`config.mk`:
```
export PLATFORM = sky130hd
export DESIGN_NAME = scr_top
export DESIGN_NICKNAME = d
export VERILOG_FILES = /design/src/logic/scr_pkg.sv /design/src/logic/scr_reset_seq.sv /design/src/logic/scr_sync2.sv /design/src/logic/scr_top.sv
export VERILOG_INCLUDE_DIRS = /design/src /design/src/logic
export SDC_FILE = /design/constraint.sdc
export NUM_CORES = 1
export LEC_CHECK = 0
export BUFFER_PORTS_ARGS = -buffer_cell sky130_fd_sc_hd__buf_4
export CAP_MARGIN = 20
export CORE_MARGIN = 2
export CORE_UTILIZATION = 58
export CTS_CLUSTER_DIAMETER = 200
export DETAILED_ROUTE_END_ITERATION = 8
export GPL_TIMING_DRIVEN = 0
export HOLD_SLACK_MARGIN = 0.03
export PLACE_DENSITY = 0.81
export SLEW_MARGIN = 25
export SYNTH_ARGS = -nofsm -noshare
export SYNTH_HDL_FRONTEND = slang
export SYNTH_SLANG_ARGS = --single-unit
```
`constraint.sdc`:
```
create_clock -name mclk -period 3.02 [get_ports mclk]
set_clock_uncertainty 0.15 [all_clocks]
set_input_delay 0.604 -clock mclk [delete_from_list [all_inputs] [get_ports mclk]]
set_output_delay 0.604 -clock mclk [all_outputs]
set_load 0.03 [all_outputs]
```
`src/logic/scr_cfg.svh`:
```
// Purpose: Offsets, field positions, reset values and timing counts of the
//          shared control register group.
// Assumes: 200 MHz mclk.
// Notes:   Definitions only.
`ifndef SCR_CFG_SVH
`define SCR_CFG_SVH

// ------------------------------------------------------------
// Register offsets
// ------------------------------------------------------------
`define SCR_OFS_ADDR_SEL     8'h00
`define SCR_OFS_RST_CTL      8'h01
`define SCR_OFS_GLOBAL_CFG   8'h02
`define SCR_OFS_STATUS       8'h04

// ------------------------------------------------------------
// Field positions
// ------------------------------------------------------------
`define SCR_ADDR_MSB         7
`define SCR_ADDR_LSB         1
`define SCR_ADDR_OVR_BIT     0
`define SCR_RST_RELOAD_BIT   2
`define SCR_RST_FULL_BIT     1
`define SCR_RST_KEEP_BIT     0
`define SCR_CFG_MASTER_BIT   5
`define SCR_CFG_OEMODE_BIT   4
`define SCR_CFG_OE_BIT       3
`define SCR_CFG_SLEEP_BIT    2
`define SCR_CFG_PARITY_BIT   1
`define SCR_CFG_REFFRC_BIT   0
`define SCR_STS_INIT_BIT     6
`define SCR_STS_REFCLK_BIT   4

// ------------------------------------------------------------
// Reset values and limits
// ------------------------------------------------------------
`define SCR_ADDR_OVR_RST     1'b0
`define SCR_CFG_RST          6'h1e
`define SCR_CFG_USED_MASK    8'h3f
`define SCR_ADDR_MIN         7'h08
`define SCR_ADDR_MAX         7'h77

// ------------------------------------------------------------
// Timing
// ------------------------------------------------------------
`define SCR_CLK_MHZ          200
`define SCR_RST_HOLD_NS      50
`define SCR_RST_HOLD_CYC     ((`SCR_RST_HOLD_NS * `SCR_CLK_MHZ + 999) / 1000)

`endif

```
`src/logic/scr_pkg.sv`:
```
// Purpose: Types shared by the shared control register group.
// Assumes: Nothing beyond the cfg header for numbers.
// Notes:   One-hot state codes.
package scr_pkg;

    typedef enum logic [2:0]
    {
        SEQ_IDLE = 3'b001,
        SEQ_HOLD = 3'b010,
        SEQ_LOAD = 3'b100
    } scr_seq_t;

    typedef enum logic [3:0]
    {
        TX_RUN  = 4'b0001,
        TX_HIZ  = 4'b0010,
        TX_LP11 = 4'b0100,
        TX_HS0  = 4'b1000
    } scr_tx_t;

endpackage

```
`src/logic/scr_reset_seq.sv`:
```
// Purpose: Soft reset and ROM reload sequencer.
// Assumes: Start pulses arrive only while accept is high.
// Notes:   Leaves reset in the load state so power-up runs the ROM load.
`timescale 1ns/1ps
`include "scr_cfg.svh"
module scr_reset_seq
(
    input  wire logic mclk,
    input  wire logic rst_b,
    input  wire logic ce,
    input  wire logic start_full,
    input  wire logic start_keep,
    input  wire logic start_reload,
    input  wire logic rom_done,
    output logic      accept,
    output logic      cfg_clear_q,
    output logic      logic_reset_q,
    output logic      rom_load_q,
    output logic      init_done_q
);

    localparam logic [7:0] HOLD_LAST = 8'(`SCR_RST_HOLD_CYC - 1);

    scr_pkg::scr_seq_t state_q;
    logic [7:0]        cnt_q;
    logic              full_q;
    logic              hold_end;

    assign accept   = (state_q == scr_pkg::SEQ_IDLE);
    assign hold_end = (state_q == scr_pkg::SEQ_HOLD) && (cnt_q == HOLD_LAST);

    // ------------------------------------------------------------
    // State
    // ------------------------------------------------------------
    always_ff @(posedge mclk or negedge rst_b)
    begin
        if (!rst_b)
        begin
            state_q <= scr_pkg::SEQ_LOAD;
            cnt_q   <= 8'h00;
            full_q  <= 1'b0;
        end
        else if (ce)
        begin
            case (state_q)
                scr_pkg::SEQ_IDLE:
                begin
                    cnt_q <= 8'h00;
                    if (start_full || start_keep)
                    begin
                        state_q <= scr_pkg::SEQ_HOLD;
                        full_q  <= start_full;
                    end
                    else if (start_reload)
                        state_q <= scr_pkg::SEQ_LOAD;
                end
                scr_pkg::SEQ_HOLD:
                begin
                    cnt_q <= cnt_q + 8'h01;
                    if (hold_end)
                        state_q <= full_q ? scr_pkg::SEQ_LOAD : scr_pkg::SEQ_IDLE;
                end
                scr_pkg::SEQ_LOAD:
                begin
                    if (rom_done)
                        state_q <= scr_pkg::SEQ_IDLE;
                end
                default:
                    state_q <= scr_pkg::SEQ_IDLE;
            endcase
        end
    end

    // ------------------------------------------------------------
    // Outputs
    // ------------------------------------------------------------
    always_ff @(posedge mclk or negedge rst_b)
    begin
        if (!rst_b)
        begin
            cfg_clear_q   <= 1'b0;
            logic_reset_q <= 1'b0;
            rom_load_q    <= 1'b1;
            init_done_q   <= 1'b0;
        end
        else if (ce)
        begin
            cfg_clear_q <= accept && start_full;
            if (accept && (start_full || start_keep))
                logic_reset_q <= 1'b1;
            else if (hold_end)
                logic_reset_q <= 1'b0;
            if ((accept && !start_full && !start_keep && start_reload)
                || (hold_end && full_q))
            begin
                rom_load_q  <= 1'b1;
                init_done_q <= 1'b0;
            end
            else if (accept && start_full)
                init_done_q <= 1'b0;
            else if ((state_q == scr_pkg::SEQ_LOAD) && rom_done)
            begin
                rom_load_q  <= 1'b0;
                init_done_q <= 1'b1;
            end
        end
    end

endmodule

```
`src/logic/scr_sync2.sv`:
```
// Purpose: Two-flop synchroniser for asynchronous pins.
// Assumes: Each bit is an independent level.
// Notes:   First stage feeds only the second stage.
`timescale 1ns/1ps
module scr_sync2
#(
    parameter int WIDTH = 1
)
(
    input  wire logic             mclk,
    input  wire logic             rst_b,
    input  wire logic             ce,
    input  wire logic [WIDTH-1:0] din,
    output logic      [WIDTH-1:0] dout
);

    logic [WIDTH-1:0] meta_q;

    genvar gi;
    generate
        for (gi = 0; gi < WIDTH; gi++)
        begin : g_bit
            always_ff @(posedge mclk or negedge rst_b)
            begin
                if (!rst_b)
                begin
                    meta_q[gi] <= 1'b0;
                    dout[gi]   <= 1'b0;
                end
                else if (ce)
                begin
                    meta_q[gi] <= din[gi];
                    dout[gi]   <= meta_q[gi];
                end
            end
        end
    endgenerate

endmodule

```
`src/logic/scr_top.sv`:
```
// Purpose: Shared control register group: bus target address, soft resets,
//          ROM reload and global enables.
// Assumes: Register port driven by the bus target logic on mclk; strap,
//          lock and refclk detect are asynchronous pins.
// Notes:   Registers at 0x00..0x02, status at 0x04, other reads give 0.
`timescale 1ns/1ps
`include "scr_cfg.svh"
module scr_top
(
    input  wire logic       mclk,
    input  wire logic       rst_b,
    input  wire logic       ce,
    input  wire logic [7:0] reg_addr,
    input  wire logic [7:0] reg_wdata,
    input  wire logic       reg_wr,
    input  wire logic       reg_rd,
    output logic      [7:0] reg_rdata_q,
    input  wire logic [6:0] strap_addr_pin,
    input  wire logic [3:0] rx_lock_pin,
    input  wire logic [3:0] rx_port_assign,
    input  wire logic       refclk_det_pin,
    input  wire logic       tx_port_control_run,
    input  wire logic       rom_load_done,
    output logic      [6:0] target_addr_q,
    output logic            rom_load_req_q,
    output logic            logic_reset_q,
    output logic            init_done_q,
    output logic            bus_ctrl_en_q,
    output logic            parity_check_en_q,
    output logic            refclk_present_q,
    output scr_pkg::scr_tx_t tx_state_q
);

    // ------------------------------------------------------------
    // Pin synchronisers
    // ------------------------------------------------------------
    logic [6:0] strap_sync;
    logic [3:0] lock_sync;
    logic       refclk_sync;

    scr_sync2 #(.WIDTH(7)) u_sync_strap
    (
        .mclk  (mclk),
        .rst_b (rst_b),
        .ce    (ce),
        .din   (strap_addr_pin),
        .dout  (strap_sync)
    );

    scr_sync2 #(.WIDTH(5)) u_sync_misc
    (
        .mclk  (mclk),
        .rst_b (rst_b),
        .ce    (ce),
        .din   ({refclk_det_pin, rx_lock_pin}),
        .dout  ({refclk_sync, lock_sync})
    );

    // ------------------------------------------------------------
    // Write decode
    // ------------------------------------------------------------
    logic wr_addr_sel;
    logic wr_rst_ctl;
    logic wr_cfg;

    always_comb
    begin
        wr_addr_sel = 1'b0;
        wr_rst_ctl  = 1'b0;
        wr_cfg      = 1'b0;
        if (reg_wr && (reg_addr == `SCR_OFS_ADDR_SEL))
            wr_addr_sel = 1'b1;
        else if (reg_wr && (reg_addr == `SCR_OFS_RST_CTL))
            wr_rst_ctl = 1'b1;
        else if (reg_wr && (reg_addr == `SCR_OFS_GLOBAL_CFG))
            wr_cfg = 1'b1;
    end

    // ------------------------------------------------------------
    // Reset and reload sequencing
    // ------------------------------------------------------------
    logic [2:0] pend_q;
    logic       accept;
    logic       cfg_clear;
    logic       go_full;
    logic       go_keep;
    logic       go_reload;

    // Full reset outranks the others; losers stay pending for later
    assign go_full   = accept && pend_q[`SCR_RST_FULL_BIT];
    assign go_keep   = accept && !pend_q[`SCR_RST_FULL_BIT] && pend_q[`SCR_RST_KEEP_BIT];
    assign go_reload = accept && !pend_q[`SCR_RST_FULL_BIT] && !pend_q[`SCR_RST_KEEP_BIT]
                       && pend_q[`SCR_RST_RELOAD_BIT];

    scr_reset_seq u_seq
    (
        .mclk          (mclk),
        .rst_b         (rst_b),
        .ce            (ce),
        .start_full    (go_full),
        .start_keep    (go_keep),
        .start_reload  (go_reload),
        .rom_done      (rom_load_done),
        .accept        (accept),
        .cfg_clear_q   (cfg_clear),
        .logic_reset_q (logic_reset_q),
        .rom_load_q    (rom_load_req_q),
        .init_done_q   (init_done_q)
    );

    // Set by a write of 1, cleared at launch; a new write wins the tie
    always_ff @(posedge mclk or negedge rst_b)
    begin
        if (!rst_b)
            pend_q <= 3'h0;
        else if (ce)
        begin
            pend_q[`SCR_RST_FULL_BIT] <= (wr_rst_ctl && reg_wdata[`SCR_RST_FULL_BIT])
                || (pend_q[`SCR_RST_FULL_BIT] && !go_full);
            pend_q[`SCR_RST_KEEP_BIT] <= (wr_rst_ctl && reg_wdata[`SCR_RST_KEEP_BIT])
                || (pend_q[`SCR_RST_KEEP_BIT] && !go_keep);
            pend_q[`SCR_RST_RELOAD_BIT] <= (wr_rst_ctl && reg_wdata[`SCR_RST_RELOAD_BIT])
                || (pend_q[`SCR_RST_RELOAD_BIT] && !go_reload);
        end
    end

    // ------------------------------------------------------------
    // Bus target address
    // ------------------------------------------------------------
    logic       strap_taken_q;
    logic [6:0] strap_addr_q;
    logic       addr_ovr_q;
    logic [6:0] addr_prog_q;
    logic [6:0] wr_addr;
    logic       wr_addr_ok;

    assign wr_addr    = reg_wdata[`SCR_ADDR_MSB:`SCR_ADDR_LSB];
    assign wr_addr_ok = (wr_addr >= `SCR_ADDR_MIN) && (wr_addr <= `SCR_ADDR_MAX);

    // Strap follows the pins until the first power-up load completes
    always_ff @(posedge mclk or negedge rst_b)
    begin
        if (!rst_b)
        begin
            strap_taken_q <= 1'b0;
            strap_addr_q  <= 7'h00;
        end
        else if (ce && !strap_taken_q)
        begin
            strap_addr_q  <= strap_sync;
            strap_taken_q <= init_done_q;
        end
    end

    always_ff @(posedge mclk or negedge rst_b)
    begin
        if (!rst_b)
        begin
            addr_ovr_q  <= `SCR_ADDR_OVR_RST;
            addr_prog_q <= 7'h00;
        end
        else if (ce)
        begin
            if (cfg_clear)
                addr_ovr_q <= `SCR_ADDR_OVR_RST;
            else if (wr_addr_sel)
                addr_ovr_q <= reg_wdata[`SCR_ADDR_OVR_BIT];
            // Reserved addresses are refused; field keeps the address in use
            if (wr_addr_sel && reg_wdata[`SCR_ADDR_OVR_BIT] && wr_addr_ok && !cfg_clear)
                addr_prog_q <= wr_addr;
            else if (!addr_ovr_q || cfg_clear)
                addr_prog_q <= strap_addr_q;
        end
    end

    always_ff @(posedge mclk or negedge rst_b)
    begin
        if (!rst_b)
            target_addr_q <= 7'h00;
        else if (ce)
            target_addr_q <= addr_ovr_q ? addr_prog_q : strap_addr_q;
    end

    // ------------------------------------------------------------
    // Global configuration
    // ------------------------------------------------------------
    logic [5:0] cfg_q;

    always_ff @(posedge mclk or negedge rst_b)
    begin
        if (!rst_b)
            cfg_q <= `SCR_CFG_RST;
        else if (ce)
        begin
            if (cfg_clear)
                cfg_q <= `SCR_CFG_RST;
            else if (wr_cfg)
                cfg_q <= reg_wdata[5:0];
        end
    end

    always_ff @(posedge mclk or negedge rst_b)
    begin
        if (!rst_b)
        begin
            bus_ctrl_en_q     <= 1'b0;
            parity_check_en_q <= 1'b0;
            refclk_present_q  <= 1'b0;
        end
        else if (ce)
        begin
            bus_ctrl_en_q     <= cfg_q[`SCR_CFG_MASTER_BIT];
            parity_check_en_q <= cfg_q[`SCR_CFG_PARITY_BIT];
            refclk_present_q  <= cfg_q[`SCR_CFG_REFFRC_BIT] || refclk_sync;
        end
    end

    // ------------------------------------------------------------
    // Transmit output state
    // ------------------------------------------------------------
    logic any_lock;

    assign any_lock = |(lock_sync & rx_port_assign);

    // Forced high impedance from enable/sleep beats every lock case
    always_ff @(posedge mclk or negedge rst_b)
    begin
        if (!rst_b)
            tx_state_q <= scr_pkg::TX_HIZ;
        else if (ce)
        begin
            if (logic_reset_q)
                tx_state_q <= scr_pkg::TX_HIZ;
            else if (cfg_q[`SCR_CFG_SLEEP_BIT] && !cfg_q[`SCR_CFG_OE_BIT])
                tx_state_q <= scr_pkg::TX_HIZ;
            else if (any_lock)
                tx_state_q <= tx_port_control_run ? scr_pkg::TX_RUN : scr_pkg::TX_LP11;
            else if (!cfg_q[`SCR_CFG_OEMODE_BIT])
                tx_state_q <= scr_pkg::TX_HIZ;
            else if (!cfg_q[`SCR_CFG_SLEEP_BIT])
                tx_state_q <= scr_pkg::TX_HS0;
            else
                tx_state_q <= scr_pkg::TX_LP11;
        end
    end

    // ------------------------------------------------------------
    // Read data
    // ------------------------------------------------------------
    logic [7:0] rd_mux;

    always_comb
    begin
        rd_mux = 8'h00;
        if (reg_addr == `SCR_OFS_ADDR_SEL)
            rd_mux = {target_addr_q, addr_ovr_q};
        else if (reg_addr == `SCR_OFS_RST_CTL)
            rd_mux = {5'h00, pend_q};
        else if (reg_addr == `SCR_OFS_GLOBAL_CFG)
            rd_mux = {2'h0, cfg_q};
        else if (reg_addr == `SCR_OFS_STATUS)
        begin
            rd_mux[`SCR_STS_INIT_BIT]   = init_done_q;
            rd_mux[`SCR_STS_REFCLK_BIT] = refclk_present_q;
        end
    end

    always_ff @(posedge mclk or negedge rst_b)
    begin
        if (!rst_b)
            reg_rdata_q <= 8'h00;
        else if (ce && reg_rd)
            reg_rdata_q <= rd_mux;
    end

endmodule

```
==> impl_metrics.yaml <==
die:
  die_area_mm2: 0.00762
  dieWidth_um: 87.3
  core-area_mm2: 0.00676
  start_util: 0.595
  ios: 64
  die_h_um: 87.3
  fp-row-count: 30
logic_synthesis:
  synth.most_common_cell: "dfrtp_1"
  ys_ff_latch: 87
  synth_cells: 346
  synth_nets: 387
  async_flop_share: 1.00
  yosys_warnings: 0
  ys_types: 51
  synth_top_cell_by_area: "dfrtp_1"
  ys_seq_area_frac: 0.544
  synth_top_cells_by_area: "dfrtp_1 (50%), mux2_2 (9.2%), dfstp_2 (4.6%), mux2i_1 (3.5%), nand2_1 (2.6%)"
  synth_edf_count: 0
  syn_area_mm2: 0.00402
  ys.flop_type: "dfrtp_1"
  synth_common_cells: "dfrtp_1 (80), mux2_2 (33), nand2_1 (28)"
  syn_area_per_cell_um2: 11.6
  yosysTopAreaCellShare: 0.498
layout:
  drive_gt1_frac: 0.297
  fin_area_mm2: 0.00478
  multi_input_area_mm2: 0.00171
  fillers: 499
  regArea_mm2: 0.00219
  fin_nets: 460
  diodes: 0
  area_growth_pct: 18.9
sta:
  fin_tns_setup_ps: 0
  max_freq_ghz: 0.436
  timing.slew.headroom: 0.502
  finalSetupViolCount: 0
  worstMarginPinSlew_ps: 743
  rsz0062_at_grt: "no"
  fin_crit_sh: 0.760
  period_needed_ps: 2300
  hold_viol_final: 0
  slew_viol_final: 0
clock_network:
  cts.reportedPaths.clkPinSlew_ps: 90
  postCtsSetupRepairBufs: 0
  cts_buffers: 9
  htreeDepth: 3
  post_cts_resized: 0
  root_buffer: "clkbuf_8"
  hold_buffers: 0
  clk_latency_ps: 370
  cts_tree: "yes"
  clkSinkCount: 87
  clk_path_buf_depth: 2
placement:
  globalplace.congestion: 0.864
  dp.final_hpwl_mm: 6.76
  port_buffers: 61
  placed_area_mm2: 0.00460
drt:
  wl_per_cell_um: 18.5
  drc: 0
  routed_wl_mm: 9.34
  drt_pre_antenna_iters: 6
  drtIter0Drc: 362
  routed_via_density: 6.02
  final_antenna_net_count: 0
  dr_total_vias: 3036
pwr:
  sw_frac_of_total: 0.309
  p_per_area_mw_per_mm2: 588
  leakage_uw: 0.00210
  clock_power_share: 0.272
  ir_drop_mv: 0.426
  seqPwrFrac: 0.535
  p_comb_frac: 0.193
  p_int_uw: 1940
  power.total_uw: 2810
  switchingPower_uw: 868
setup_path:
  critPathMaxFanout: 10
  cp-start-kind: "input port"
  arrival_ps: 2400
  required_ps: 3120
  slowest_delay_ps: 510
  path_cells: "buf_4, or4_1, buf_2, nor3_4, nand3_4, o221a_1"
  worstSetupPathType: "input port to flop"
  cp_slowest_cell: "or4_1"
  end_kind: "flop"
grt:
  antenna_found_initial: 0
  grt_pass1_vias: 3020
  track_usage: 0.264
  grt_pass1_wl_mm: 15.1
  grt_start_max_net_pins: 53
  gr-total-overflow: 0
min_path:
  hp-class: "input port to asynchronous set/reset pin"
run_status:
  status: "complete, no violations"
job:
  maxCapViolations: 0
metrics by stage:
step / std cells / utilization / hold slack [ps] / setup WS (ps)
3_3_place_gp: 487 / 0.678 / 289 / 401
4_1_cts: 504 / 0.708 / 139 / 718
6_report: 504 / 0.708 / 112 / 724
3_5_place_dp: 488 / 0.681 / 302 / 352
2_1_floorplan: 346 / - / 158 / 705
5_1_grt: 504 / 0.708 / 156 / 573
layer usage:
metal	vias to the layer above	share of wire	GRT usage
met5	-	0	0
met4	0	0.0099	0.0699
met3	11	0.053	0.0645
met2	90	0.49	0.426
met1	1511	0.45	0.362
li1	1424	-	-
registers in the layout (all words and copies together) (netlist names), 3 cells and up:
register / count
reg_rdata_q: 8
u_seq.cnt_q: 8
addr_prog_q: 7
strap_addr_q: 7
target_addr_q: 7
u_sync_strap.dout: 7
u_sync_strap.meta_q: 7
cfg_q: 6
u_sync_misc.dout: 5
u_sync_misc.meta_q: 5
tx_state_q: 4
pend_q: 3
u_seq.state_q: 3
worst paths after layout:
check	from	end	slack, ps	depth (start not counted)
setup / recovery	reg_addr[5]	addr_prog_q[4]$_DFFE_PN0P_	720	6
hold / removal	rst_b	u_seq.cnt_q[6]$_DFFE_PN0P_	110	1
setup reg to reg	u_seq.cnt_q[4]$_DFFE_PN0P_	u_seq.init_done_q$_DFFE_PN0P_	840	4
hold reg to reg	strap_taken_q$_DFFE_PN0P_	strap_taken_q$_DFFE_PN0P_	320	1
max in group asynchronous	rst_b	tx_state_q[1]$_DFFE_PN1P_	1940	2
min in group mclk	rx_lock_pin[1]	u_sync_misc.meta_q[1]$_DFFE_PN0P_	310	2
cell families after synthesis:
group           Yosys count  share of synthesized area
buf+inv                  32                     0.0302
mux                      47                      0.127
xor+xnor                  6                     0.0131
simple gates             89                      0.120
compound gates           83                      0.160
flops                    87                      0.544
fa+ha+maj                 2                    0.00622
layout make-up:
cell class,count,area share
plain buffers,17,0.0136
flip-flops and latches,87,0.457
repair buffers,62,0.0999
clock buffers,10,0.0288
multi-input cells,227,0.358
clock inverters,6,0.00942
inverters,15,0.0118
well taps,80,0.0209
cells in the final DEF (no fill, tap or decap), types with 2 or more instances in the layout:
master	netlist	layout
dfstp_2	7	7
buf_4	0	61
o21ai_0	13	13
nand3_1	2	2
ha_1	2	2
a22o_1	5	5
clkbuf_1	12	12
o311ai_0	3	3
clkbuf_8	0	10
o22a_1	5	5
o21a_1	2	2
o22ai_1	5	5
nor2b_1	6	6
a22oi_1	2	2
a32o_1	2	2
mux2i_1	14	14
o221a_1	7	7
xnor2_1	6	6
nand2b_1	2	2
nand2_1	28	28
a211o_1	7	7
buf_1	4	4
a21oi_1	11	11
inv_1	15	15
dfrtp_1	80	80
nand4b_1	2	2
nor3_1	3	3
nor2_1	20	20
a21o_1	6	6
nand4_1	2	2
nand3b_1	2	2
o31ai_1	6	6
or3_1	3	3
a31oi_1	3	3
mux2_2	33	33
nor4_1	7	7
or4_1	3	3
clkinvlp_4	0	3
power groups by stage:
stage | sequential (uW) | combinational, uW | clock [uW]
floorplan | 1560 | 251 | 0
global placement | 1510 | 518 | 0
finish | 1500 | 542 | 764
detailed placement | 1520 | 541 | 0
global route | 1520 | 585 | 825
CTS | 1500 | 544 | 767
worst max-delay path: cells and delay by family:
family | cells | cell delay (ps)
AOI/OAI and AO/OA | 1 | 300
buffers and inverters | 2 | 300
and+or+nand+nor | 3 | 1190
Note: power is estimated with default switching activity, not from simulation.
